===== src/rtl/scc_cfg.svh =====
// Purpose: Offsets, field positions, reset values and codes of the serial channel control block.
// Assumes: Register indices are word indices; the APB byte address is four times the index.
// Notes: Definitions only.
`ifndef SCC_CFG_SVH
`define SCC_CFG_SVH

// ****************************************************************
// Register indices and byte addresses
// ****************************************************************
`define SCC_IDX_CLKSEL 16'hff43
`define SCC_IDX_MODE 16'hff60
`define SCC_IDX_SHIFT 16'hff61
`define SCC_IDX_OWNADDR 16'hff62
`define SCC_IDX_BITWR 16'hff63
`define SCC_IDX_OSC 16'hff64
`define SCC_IDX_STAT 16'hff65
`define SCC_IDX_MASK 16'hff66
`define SCC_BYTE_ADDR(idx) {idx, 2'b00}

// ****************************************************************
// Reset values
// ****************************************************************
`define SCC_RST_CLKSEL 8'h88
`define SCC_RST_MODE 8'h00
`define SCC_RST_BYTE 8'h00

// ****************************************************************
// Field positions and codes
// ****************************************************************
`define SCC_MODE_EN 7
`define SCC_MODE_MATCH 6
`define SCC_MODE_WAKE 5
`define SCC_MODE_SEL2 4
`define SCC_MODE_SEL1 3
`define SCC_MODE_SEL0 2
`define SCC_MODE_SRC1 1
`define SCC_MODE_SRC0 0
`define SCC_BITWR_VAL 3
`define SCC_STAT_DONE 0
`define SCC_STAT_MATCH 1
`define SCC_DIV_CODE_MIN 4'h6
`define SCC_DIV_CODE_MAX 4'hd
`define SCC_LAST_BIT 4'h7
`define SCC_RISE_COUNT 4'h8
`define SCC_PIN_SCK 0
`define SCC_PIN_SB0 1
`define SCC_PIN_SB1 2

`endif


===== src/rtl/scc_pkg.sv =====
// Purpose: Types shared by the serial channel control block.
// Assumes: Constants live in scc_cfg.svh.
// Notes: Pin bundles carry output and enable per pin.
package scc_pkg;

  typedef enum logic [1:0] {
    SCC_IDLE = 2'b01,
    SCC_RUN = 2'b10
  } scc_state_type;

  typedef struct packed {
    logic sck_o;
    logic sck_oe;
    logic sb0_o;
    logic sb0_oe;
    logic sb1_o;
    logic sb1_oe;
  } scc_pins_type;

  typedef struct packed {
    logic three_wire;
    logic bus;
    logic two_wire;
    logic lsb_first;
    logic line_a;
  } scc_mode_type;

endpackage


===== src/rtl/scc_clk_div.sv =====
// Purpose: Divides the main clock into shift-clock half-period ticks for two channels.
// Assumes: pclk is the oscillator clock; the main clock is pclk or pclk/2.
// Notes: A prohibited code yields no tick, so a transfer simply stalls.
`timescale 1ns/10ps
`default_nettype none
`include "scc_cfg.svh"

module scc_clk_div (
  input wire logic pclk, // Clock.
  input wire logic presetn, // Asynchronous reset, active low.
  input wire logic clk_en, // Freezes all state while low.
  input wire logic full_speed, // Main clock equals the oscillator clock.
  input wire logic [7:0] clock_sel, // Divider codes, low nibble channel 0.
  output logic [1:0] tick // Half-period tick per channel.
);

  logic half_q;
  logic [7:0] cnt_q;
  logic fxx_en;

  // The main clock runs at the oscillator rate or at half of it.
  assign fxx_en = full_speed | half_q;

  always_ff @(posedge pclk or negedge presetn) begin
    if (!presetn) begin
      half_q <= 1'b0;
      cnt_q <= 8'h00;
    end else if (clk_en) begin
      half_q <= ~half_q;
      if (fxx_en) begin
        cnt_q <= cnt_q + 8'h01;
      end
    end
  end

  // A tick toggles the shift clock, so a code for divide by 2^n ticks every 2^(n-1) cycles.
  for (genvar i = 0; i < 2; i++) begin : g_chan
    logic [3:0] code;
    logic [2:0] sh;
    logic [7:0] mask;
    logic legal;
    assign code = clock_sel[4*i +: 4];
    assign legal = (code >= `SCC_DIV_CODE_MIN) && (code <= `SCC_DIV_CODE_MAX);
    assign sh = 3'(code - `SCC_DIV_CODE_MIN);
    assign mask = (8'h01 << sh) - 8'h01;
    assign tick[i] = clk_en & fxx_en & legal & ((cnt_q & mask) == mask);
  end

endmodule
`default_nettype wire


===== src/rtl/scc_ctrl.sv =====
// Purpose: Clock-select and mode registers of serial channel 0 with the shifter they steer.
// Assumes: APB slave; one clock; pins are synchronised here.
// Notes: Status bit clears are write-one; a set in the same cycle wins.
//
// Design decision made here: the APB slave port.
`timescale 1ns/10ps
`default_nettype none
`include "scc_cfg.svh"

module scc_ctrl (
  input wire logic pclk, // Clock, 125 MHz.
  input wire logic presetn, // Asynchronous reset, active low.
  input wire logic clk_en, // Freezes all state while low.
  input wire logic psel, // APB select.
  input wire logic penable, // APB enable.
  input wire logic pwrite, // APB direction.
  input wire logic [17:0] paddr, // APB byte address.
  input wire logic [31:0] pwdata, // APB write data.
  input wire logic [3:0] pstrb, // APB byte strobes.
  output logic [31:0] prdata, // APB read data.
  output logic pready, // APB ready.
  output logic pslverr, // APB error on unmapped address.
  input wire logic timer2_output, // Timer 2 tick, same clock.
  input wire logic sck_in, // Serial clock pin level.
  input wire logic sb0_in, // Data pin a level.
  input wire logic sb1_in, // Data pin b level.
  output scc_pkg::scc_pins_type pins, // Pin outputs and enables.
  output logic channel1_tick, // Half-period tick for channel 1.
  output logic irq // Level interrupt.
);

  logic [7:0] clk_sel_q;
  logic [7:0] mode_q;
  logic [7:0] shift_q;
  logic [7:0] shift_nx;
  logic [7:0] own_addr_q;
  logic full_speed_q;
  logic [1:0] stat_q;
  logic [1:0] stat_set;
  logic [1:0] mask_q;
  logic [2:0] pin_s1_q;
  logic [2:0] pin_s2_q;
  logic sck_s3_q;
  logic [3:0] cnt_q;
  logic sck_q;
  logic dout_q;
  logic match_q;
  scc_pkg::scc_state_type state_q;
  scc_pkg::scc_mode_type md;
  scc_pkg::scc_pins_type pins_d;
  logic [1:0] div_tick;
  logic [31:0] rd_d;
  logic hit;
  logic acc_first;
  logic commit;
  logic wr_ok;
  logic addr_match;
  logic int_tick;
  logic rise;
  logic fall;
  logic din;
  logic done_evt;
  logic xfer_evt;
  logic samp;
  logic last;

  // ****************************************************************
  // Decode
  // ****************************************************************
  always_comb begin
    md.three_wire = ~mode_q[`SCC_MODE_SEL2];
    md.bus = mode_q[`SCC_MODE_SEL2] & ~mode_q[`SCC_MODE_SEL1];
    md.two_wire = mode_q[`SCC_MODE_SEL2] & mode_q[`SCC_MODE_SEL1];
    md.lsb_first = ~mode_q[`SCC_MODE_SEL2] & mode_q[`SCC_MODE_SEL0];
    md.line_a = mode_q[`SCC_MODE_SEL2] & mode_q[`SCC_MODE_SEL0];
  end

  assign addr_match = mode_q[`SCC_MODE_EN] & (own_addr_q == shift_q);

  // ****************************************************************
  // Clock divider
  // ****************************************************************
  scc_clk_div u_div (
    .pclk(pclk),
    .presetn(presetn),
    .clk_en(clk_en),
    .full_speed(full_speed_q),
    .clock_sel(clk_sel_q),
    .tick(div_tick)
  );

  // ****************************************************************
  // Pin synchronisers
  // ****************************************************************
  always_ff @(posedge pclk or negedge presetn) begin
    if (!presetn) begin
      pin_s1_q <= 3'h7;
      pin_s2_q <= 3'h7;
      sck_s3_q <= 1'b1;
    end else if (clk_en) begin
      pin_s1_q <= {sb1_in, sb0_in, sck_in};
      pin_s2_q <= pin_s1_q;
      sck_s3_q <= pin_s2_q[`SCC_PIN_SCK];
    end
  end

  // ****************************************************************
  // APB slave
  // ****************************************************************
  // The answer takes one wait state so read data comes from a flip-flop.
  assign acc_first = psel & penable & ~pready;
  assign commit = psel & penable & pready;
  assign wr_ok = commit & pwrite & hit & pstrb[0] & clk_en;

  always_comb begin
    hit = 1'b1;
    rd_d = 32'h0000_0000;
    case (paddr)
      `SCC_BYTE_ADDR(`SCC_IDX_CLKSEL): rd_d[7:0] = clk_sel_q;
      `SCC_BYTE_ADDR(`SCC_IDX_MODE): begin
        rd_d[7:0] = mode_q;
        rd_d[`SCC_MODE_MATCH] = addr_match;
      end
      `SCC_BYTE_ADDR(`SCC_IDX_SHIFT): rd_d[7:0] = shift_q;
      `SCC_BYTE_ADDR(`SCC_IDX_OWNADDR): rd_d[7:0] = own_addr_q;
      `SCC_BYTE_ADDR(`SCC_IDX_BITWR): rd_d = 32'h0000_0000;
      `SCC_BYTE_ADDR(`SCC_IDX_OSC): rd_d[0] = full_speed_q;
      `SCC_BYTE_ADDR(`SCC_IDX_STAT): rd_d[1:0] = stat_q;
      `SCC_BYTE_ADDR(`SCC_IDX_MASK): rd_d[1:0] = mask_q;
      default: hit = 1'b0;
    endcase
  end

  always_ff @(posedge pclk or negedge presetn) begin
    if (!presetn) begin
      pready <= 1'b0;
      pslverr <= 1'b0;
      prdata <= 32'h0000_0000;
    end else if (clk_en) begin
      pready <= acc_first;
      pslverr <= acc_first & ~hit;
      if (acc_first && !pwrite) begin
        prdata <= rd_d;
      end
    end
  end

  // ****************************************************************
  // Configuration registers
  // ****************************************************************
  always_ff @(posedge pclk or negedge presetn) begin
    if (!presetn) begin
      clk_sel_q <= `SCC_RST_CLKSEL;
      mode_q <= `SCC_RST_MODE;
      own_addr_q <= `SCC_RST_BYTE;
      full_speed_q <= 1'b0;
      mask_q <= 2'h0;
    end else if (wr_ok) begin
      case (paddr)
        // The clock select only takes a whole byte; software stops transfers first.
        `SCC_BYTE_ADDR(`SCC_IDX_CLKSEL): clk_sel_q <= pwdata[7:0];
        `SCC_BYTE_ADDR(`SCC_IDX_MODE): begin
          mode_q <= pwdata[7:0] & ~(8'h01 << `SCC_MODE_MATCH);
        end
        `SCC_BYTE_ADDR(`SCC_IDX_BITWR): begin
          if (pwdata[2:0] != 3'(`SCC_MODE_MATCH)) begin
            mode_q[pwdata[2:0]] <= pwdata[`SCC_BITWR_VAL];
          end
        end
        `SCC_BYTE_ADDR(`SCC_IDX_OWNADDR): own_addr_q <= pwdata[7:0];
        `SCC_BYTE_ADDR(`SCC_IDX_OSC): full_speed_q <= pwdata[0];
        `SCC_BYTE_ADDR(`SCC_IDX_MASK): mask_q <= pwdata[1:0];
        default: mask_q <= mask_q;
      endcase
    end
  end

  // ****************************************************************
  // Shifter
  // ****************************************************************
  // Internal sources toggle the local clock; an external clock is edge-detected.
  assign int_tick = mode_q[`SCC_MODE_SRC0] ? div_tick[0] : timer2_output;
  assign rise = mode_q[`SCC_MODE_SRC1] ? (int_tick & ~sck_q)
    : (pin_s2_q[`SCC_PIN_SCK] & ~sck_s3_q);
  assign fall = mode_q[`SCC_MODE_SRC1] ? (int_tick & sck_q & (cnt_q != `SCC_RISE_COUNT))
    : (~pin_s2_q[`SCC_PIN_SCK] & sck_s3_q);
  // With our own clock the far end's bit comes back through the pin register and the
  // synchroniser four cycles late, so it is taken at the tick after the rise instead.
  assign samp = mode_q[`SCC_MODE_SRC1] ? (int_tick & sck_q & (cnt_q != 4'h0)) : rise;
  assign last = mode_q[`SCC_MODE_SRC1] ? (cnt_q == `SCC_RISE_COUNT)
    : (cnt_q == `SCC_LAST_BIT);
  assign din = md.three_wire ? pin_s2_q[`SCC_PIN_SB0]
    : (md.line_a ? pin_s2_q[`SCC_PIN_SB0] : pin_s2_q[`SCC_PIN_SB1]);
  assign shift_nx = md.lsb_first ? {din, shift_q[7:1]} : {shift_q[6:0], din};
  assign done_evt = (state_q == scc_pkg::SCC_RUN) & samp & last & mode_q[`SCC_MODE_EN];

  always_ff @(posedge pclk or negedge presetn) begin
    if (!presetn) begin
      state_q <= scc_pkg::SCC_IDLE;
      shift_q <= `SCC_RST_BYTE;
      cnt_q <= 4'h0;
      sck_q <= 1'b1;
      dout_q <= 1'b1;
    end else if (clk_en) begin
      if (wr_ok && paddr == `SCC_BYTE_ADDR(`SCC_IDX_SHIFT)) begin
        shift_q <= pwdata[7:0];
        cnt_q <= 4'h0;
        sck_q <= 1'b1;
        dout_q <= md.lsb_first ? pwdata[0] : pwdata[7];
        state_q <= mode_q[`SCC_MODE_EN] ? scc_pkg::SCC_RUN : scc_pkg::SCC_IDLE;
      end else if (!mode_q[`SCC_MODE_EN]) begin
        state_q <= scc_pkg::SCC_IDLE;
        sck_q <= 1'b1;
      end else begin
        case (state_q)
          scc_pkg::SCC_IDLE: sck_q <= 1'b1;
          scc_pkg::SCC_RUN: begin
            if (mode_q[`SCC_MODE_SRC1] && (rise || fall)) begin
              sck_q <= ~sck_q;
            end
            if (fall) begin
              dout_q <= samp ? (md.lsb_first ? shift_nx[0] : shift_nx[7])
                : (md.lsb_first ? shift_q[0] : shift_q[7]);
            end
            if (samp) begin
              shift_q <= shift_nx;
            end
            if (rise) begin
              cnt_q <= cnt_q + 4'h1;
            end
            if (done_evt) begin
              state_q <= scc_pkg::SCC_IDLE;
            end
          end
          default: state_q <= scc_pkg::SCC_IDLE;
        endcase
      end
    end
  end

  // ****************************************************************
  // Pins
  // ****************************************************************
  always_comb begin
    pins_d = '0;
    if (mode_q[`SCC_MODE_EN]) begin
      if (md.three_wire) begin
        // Data pin a stays input only; it carries the serial input that the shifter samples.
        pins_d.sb1_o = dout_q;
        pins_d.sb1_oe = 1'b1;
      end else if (md.line_a) begin
        pins_d.sb0_oe = ~dout_q;
      end else begin
        pins_d.sb1_oe = ~dout_q;
      end
      if (mode_q[`SCC_MODE_SRC1]) begin
        pins_d.sck_o = md.two_wire ? 1'b0 : sck_q;
        pins_d.sck_oe = md.two_wire ? ~sck_q : 1'b1;
      end
    end
  end

  always_ff @(posedge pclk or negedge presetn) begin
    if (!presetn) begin
      pins <= '0;
      channel1_tick <= 1'b0;
    end else if (clk_en) begin
      pins <= pins_d;
      channel1_tick <= div_tick[1];
    end
  end

  // ****************************************************************
  // Interrupts
  // ****************************************************************
  // With wakeup in bus mode only a byte that matches the own address interrupts.
  assign xfer_evt = done_evt & (~(mode_q[`SCC_MODE_WAKE] & md.bus)
    | (own_addr_q == shift_nx));
  assign stat_set = {addr_match & ~match_q, xfer_evt};

  always_ff @(posedge pclk or negedge presetn) begin
    if (!presetn) begin
      stat_q <= 2'h0;
      match_q <= 1'b0;
      irq <= 1'b0;
    end else if (clk_en) begin
      match_q <= addr_match;
      if (wr_ok && paddr == `SCC_BYTE_ADDR(`SCC_IDX_STAT)) begin
        stat_q <= (stat_q & ~pwdata[1:0]) | stat_set;
        irq <= |(((stat_q & ~pwdata[1:0]) | stat_set) & mask_q);
      end else begin
        stat_q <= stat_q | stat_set;
        irq <= |((stat_q | stat_set) & mask_q);
      end
    end
  end
endmodule
`default_nettype wire


===== config.mk =====
export PLATFORM = sky130hd
export DESIGN_NAME = scc_ctrl
export DESIGN_NICKNAME = d
export VERILOG_FILES = /design/src/rtl/scc_pkg.sv /design/src/rtl/scc_clk_div.sv /design/src/rtl/scc_ctrl.sv
export VERILOG_INCLUDE_DIRS = /design/src /design/src/rtl
export SDC_FILE = /design/constraint.sdc
export NUM_CORES = 1
export LEC_CHECK = 0
export BUFFER_PORTS_ARGS = -buffer_cell sky130_fd_sc_hd__buf_2
export CORE_AREA = 2 2 106 108
export CTS_CLUSTER_SIZE = 28
export DETAILED_ROUTE_END_ITERATION = 16
export DIE_AREA = 0 0 108 110
export GPL_ROUTABILITY_DRIVEN = 0
export GPL_TIMING_DRIVEN = 0
export HOLD_SLACK_MARGIN = 0.05
export PLACE_DENSITY = 0.65
export SYNTH_ARGS = -nofsm -noshare
export SYNTH_HDL_FRONTEND = slang
export SYNTH_SLANG_ARGS = --single-unit

===== constraint.sdc =====
create_clock -name pclk -period 4 [get_ports pclk]
set_clock_uncertainty 0.2 [all_clocks]
set_input_delay 0.6 -clock pclk [delete_from_list [all_inputs] [get_ports pclk]]
set_output_delay 0.6 -clock pclk [all_outputs]
set_load 0.05 [all_outputs]

### Word level (Yosys, flattened, before mapping)

Cells that the tools add are included.

| operators by class | value |
|---|---|
| reduce and logical (&&, ||, !) cells | 31 |
| equality and inequality tests | 23 |
| add/sub/neg operators | 6 |
| shifts and indexed selects | 2 |
| bitwise gates (word level) | 51 |
| multiplexer cells | 54 |
| $lt $le $gt $ge | 6 |

Operator list:

| kind | count |
|---|---|
| 18-bit == test (second input constant) | 8 |
| 8-bit 2-to-1 mux | 6 |
| 8-bit == test | 4 |
| 1-bit bitwise AND | 30 |
| 1-bit 2-to-1 mux | 28 |
| 6-bit case mux with 4 select lines | 1 |
| 8-bit bitwise AND | 2 |
| 4-bit 2-to-1 mux | 4 |
| 8-bit case mux with 2 select lines | 1 |
| 1-bit by 3-bit << shifter with 8-bit output (first input constant) | 2 |
| 8-bit by 1-bit subtractor with 8-bit output (second input constant) | 2 |
| 2-bit 2-to-1 mux | 7 |
| 2-bit AND reduction | 6 |
| 4-bit AND reduction | 3 |
| 2-bit nonzero test | 6 |
| 1-bit NOT | 11 |
| 3-bit AND reduction | 3 |
| 8-bit by 1-bit adder with 8-bit output (second input constant) | 1 |
| 8-bit bitwise mux | 1 |
| 4-bit by 3-bit >= comparator with 1-bit output (second input constant) | 2 |
| 4-bit less-or-equal comparator (second input constant) | 2 |
| 8-bit OR reduction | 1 |
| 1-bit logical AND | 7 |
| 1-bit case mux with 7 select lines | 1 |
| 27 further kinds | 34 |

| word-level totals | value |
|---|---|
| register bits | 79 |
| logic and storage cells | 200 |

### Logic depth before layout (Yosys ltp)

| logic depth | value |
|---|---|
| word-level depth | 18 |
| mapped depth | 11 |

### Modules after synthesis

A second synthesis with hierarchy kept.

| second synthesis, totals | value |
|---|---|
| cells, all modules | 537 |
| area total of the unflattened synthesis | 4,906.0 sq um |

By module, submodules not included:

| module | times used | area an instance (sq um) | cells each |
|---|---|---|---|
| scc_ctrl | 1 | 4,289.1 | 467 |
| scc_clk_div | 1 | 616.8 | 70 |

### Least setup slack after synthesis

Ideal clock, no wire load.

| timing path | value |
|---|---|
| kind | reg2reg |
| start | reg clk_sel_q[0] |
| end | reg shift_q[0] |
| cell stages (with the launch flop) | 11 |
| setup time | 125 ps |
| arrival time | 2,559 ps |
| buffers on the path | 1 |
| data required time | 3,675 ps |
| slack | 1,116 ps |
| clock period less this slack | 2,884 ps |
| path through | dfrtp_1 > buf_4 > nand3b_2 > ha_1 > o21ai_0 > a311o_1 > a2111oi_2 > a21o_4 > a21oi_4 > o21ai_4 > mux2_4 |

| on the way | value |
|---|---|
| word-level cells in the longest chain between the ends | 12 |

RTL lines:

| element | line | source |
|---|---|---|
| start, declared | scc_ctrl.sv:32 | `logic [7:0] clk_sel_q;` |
| start signal, assigned | scc_ctrl.sv:153 | `` clk_sel_q <= `SCC_RST_CLKSEL; `` |
| start signal, assigned | scc_ctrl.sv:161 | `` `SCC_BYTE_ADDR(`SCC_IDX_CLKSEL): clk_sel_q <= pwdata[7:0]; `` |
| 3-bit subtractor (no source line) | n/a |  |
| 1-bit by 3-bit << shifter with 8-bit output | scc_clk_div.sv:45 | `assign mask = (8'h01 << sh) - 8'h01;` |
| 8-bit by 1-bit subtractor with 8-bit output | scc_clk_div.sv:45 |  |
| 8-bit bitwise AND | scc_clk_div.sv:46 | `assign tick[i] = clk_en & fxx_en & legal & ((cnt_q & mask) == mask);` |
| 8-bit == test | scc_clk_div.sv:46 |  |
| 1-bit bitwise AND * | scc_clk_div.sv:46 |  |
| 1-bit 2-to-1 mux * | scc_ctrl.sv:182 | `` assign int_tick = mode_q[`SCC_MODE_SRC0] ? div_tick[0] : timer2_output; `` |
| 1-bit bitwise AND, on equally long branches | scc_ctrl.sv:183, scc_ctrl.sv:189 |  |
| 1-bit 2-to-1 mux / 1-bit bitwise AND (equally long branches) | scc_ctrl.sv:183, scc_ctrl.sv:189 |  |
| 1-bit 2-to-1 mux * | scc_ctrl.sv:189 | `` assign samp = mode_q[`SCC_MODE_SRC1] ? (int_tick & sck_q & (cnt_q != 4'h0)) : rise; `` |
| 2-bit nonzero test (no source line) * | n/a |  |
| 4-bit AND reduction (no source line) * | n/a |  |
| end signal, assigned | scc_ctrl.sv:200 | `` shift_q <= `SCC_RST_BYTE; `` |
| end signal, assigned | scc_ctrl.sv:206 | `shift_q <= pwdata[7:0];` |
| end signal, assigned | scc_ctrl.sv:226 | `shift_q <= shift_nx;` |
| end, declared | scc_ctrl.sv:34 | `logic [7:0] shift_q;` |

Every way passes the cells marked *; elsewhere a longest branch is shown, timed or not.
A chain may end at the register's enable or synchronous reset.

### Worst setup path after layout

| timing path | value |
|---|---|
| start | reg clk_sel_q[0] |
| end | reg shift_q[5] |

Same word-level chain as after synthesis.

==> reports/metrics.csv <==
metric;value;unit
antenna_found_initial;0;
die_h;110;um
vias_per_cell;5.60;
dp_hpwl;9570;um
portBuffers;53;
synth.distinct_cells;73;
dr_total_vias;4186;
clockRootBuffer;clkbuf_8;
slew_headroom;29.6;%
numCtsBuffers;9;
yosys-top-cells-count;dfrtp_1 (65), nand2_1 (39), o21ai_0 (32), buf_4 (27), nor2_1 (25);
drv_slew;0;
synth_most_common_cell;dfrtp_1;
ir_drop;209;uV
r2r_cells;10;
grt_pass1_vias;4038;
synth_flop_cell;dfrtp_1;
max_freq;0.304;GHz
die_w;108;um
post-route-period-util;82.1;%
synth_cells;513;
grt_max_degree;48;
rsz0062_at_grt;no;
ys_seq_elements;77;
wl_per_cell;17.1;um
cp_max_fo;9;
diodes;0;
io_pins;106;
crit_path_start_kind;flip-flop;
synth.avg_cell_area;9.59;um2
overflow;0;
status;complete, no violations;
p_leak;2.59;nW
syn_area;4920;um2
postSynth.asyncResetShare;100;%
worst_pin_slew;1050;ps
clk_pin_slew_worst_paths;80;ps
fin_util;53.0;%
synthToLayoutAreaGrowth;15.4;%
core_area;10700;um2
synthDominantCellAreaShare;33.1;%
wl_met1;5810;um
power_density;309;nW/um2
cts_tree;yes;
layout-drive-gt1-share;27.0;%
yosysTopAreaCell;dfrtp_1;
critical_path_arrival;3340;ps
cts_hold_buf;1;
cap_violations;0;
synth_area_leaders;dfrtp_1 (33%), dfstp_2 (6.4%), mux2_2 (4.8%), buf_4 (4.1%), mux2i_1 (3.7%);
routed.top_layer;met4;
clkSinkCount;77;
clk_latency;360;ps
initial_core_util;46.0;%
critical_path_class;reg2reg;
drt_iter0_drc;244;
hold_depth;2;
holdWs;267;ps
gr-usage-all-layers;22.9;%
fin_nets;672;
synth_edf_count;0;
num-fill-cells;1004;
htree_levels;3;
yosysWarningCount;0;
hold_class;in2reg;
clock_path_buffers;2;
dr.pass1.iters;5;
cp-end-kind;flip-flop;
setup-violations-final;0;
met3_length;842;um
grt_pass1_wl;20900;um
met2_wirelength;5740;um
ant_nets;0;
seq_area_frac_synth;39.5;%
power;0.00175;W
seqCellArea;1940;um2
multiInputGateArea;2650;um2
setup_tns;0;ps
wl;12800;um
route.detailed.drc;0;
fp-row-count;38;
ctsResizeCount;0;
period_minus_slack;3280;ps
cp.required;4050;ps
finalHoldViolCount;0;
die_area;11900;um2
post_cts_buffers;0;
-- state kept, by name, summed over array words and instances (netlist names), 2 cells and up --
signal	count
clk_sel_q	8
own_addr_q	8
prdata	8
shift_q	8
mode_q	7
u_div.cnt_q	7
pins	5
cnt_q	4
pin_s1_q	3
pin_s2_q	3
mask_q	2
stat_q	2
state_q	2
-- kinds of logic (layout without fill, tap and decap cells) --
family / count (synthesis) / after routing / synth area share (%)
buffers and inverters: 76 / 147 / 8.40
adders and majority gates: 6 / 6 / 1.48
xor gates and xnor gates: 24 / 24 / 4.27
and+or+nand+nor: 148 / 148 / 16.6
AOI/OAI and AO/OA: 133 / 133 / 18.4
DFF: 77 / 77 / 39.5
muxes: 48 / 48 / 11.2
other: 1 / 25 / 0.0763
-- worst max-delay path, cell delays in order (launching register included) --
cell	delay, ps
dfrtp_1	360
buf_4	160
nand3b_2	230
ha_1	290
o21ai_0	60
a311o_1	360
a2111oi_2	470
a21o_4	240
a21oi_4	80
o21ai_4	380
mux2_4	330
-- final timing paths --
path	from	end	slack, ps
worst min register to register	prdata[1]	prdata[1]	280
worst max-delay path	clk_sel_q[0]	shift_q[5]	720
min in group asynchronous	presetn	full_speed_q	520
worst min-delay path	sck_in	pin_s1_q[0]	270
max in group asynchronous	presetn	dout_q	2440
worst max register to register	clk_sel_q[0]	shift_q[5]	720
-- final cells by class --
class	instances	area share, %
Inverter	25	1.65
Tap cell	140	3.09
Multi-Input combinational cell	384	46.7
Clock buffer	11	2.67
Buffer	51	5.62
Clock inverter	5	0.617
Timing Repair Buffer	55	5.38
Sequential cell	77	34.2
-- where the power goes --
group	internal [W]	switching [W]
sequential	0.000832	0.0000628
clock	0.000258	0.000312
combinational	0.000110	0.000176
-- cells in the final DEF, fill, tap and decap left out, types with 4 or more instances in the layout --
cell type | netlist | routed
mux2_2 | 21 | 21
nor4_1 | 6 | 6
o21ai_0 | 32 | 32
nand4_1 | 7 | 7
nand2_1 | 39 | 39
a22o_1 | 6 | 6
clkbuf_1 | 13 | 13
a21boi_0 | 5 | 5
buf_4 | 27 | 28
mux2_4 | 9 | 9
o31ai_1 | 4 | 4
clkinvlp_4 | 0 | 4
inv_1 | 24 | 24
dfrtp_1 | 65 | 65
a22oi_1 | 4 | 4
nor2b_1 | 6 | 6
nor3_1 | 5 | 5
a21oi_1 | 24 | 24
o21ai_1 | 10 | 10
ha_1 | 5 | 5
conb_1 | 1 | 25
a211oi_1 | 4 | 4
a221oi_1 | 8 | 8
nor2_1 | 25 | 25
a31oi_1 | 6 | 6
mux2i_1 | 18 | 18
nand3_1 | 18 | 18
xnor2_1 | 20 | 20
buf_2 | 9 | 61
o2bb2ai_1 | 4 | 4
nand2b_1 | 9 | 9
dfstp_2 | 12 | 12
xor2_1 | 4 | 4
clkbuf_8 | 0 | 11
nor4b_1 | 4 | 4
-- per-layer routing --
| layer | global-route usage, % | up-vias |
|---|---|---|
| met2 | 35.2 | 164 |
| met5 | 0 | - |
| li1 | - | 1996 |
| met4 | 9.80 | 0 |
| met3 | 5.11 | 34 |
| met1 | 31.3 | 1992 |
-- per-stage QoR --
stage	instances	worst slack, ps	area (um2)
5_1_grt	748	545	5670
4_1_cts	748	694	5670
3_3_place_gp	730	781	5450
2_1_floorplan	537	1120	5010
3_5_place_dp	731	708	5480
6_report	748	715	5670
Power figures use the tool's default switching activity.
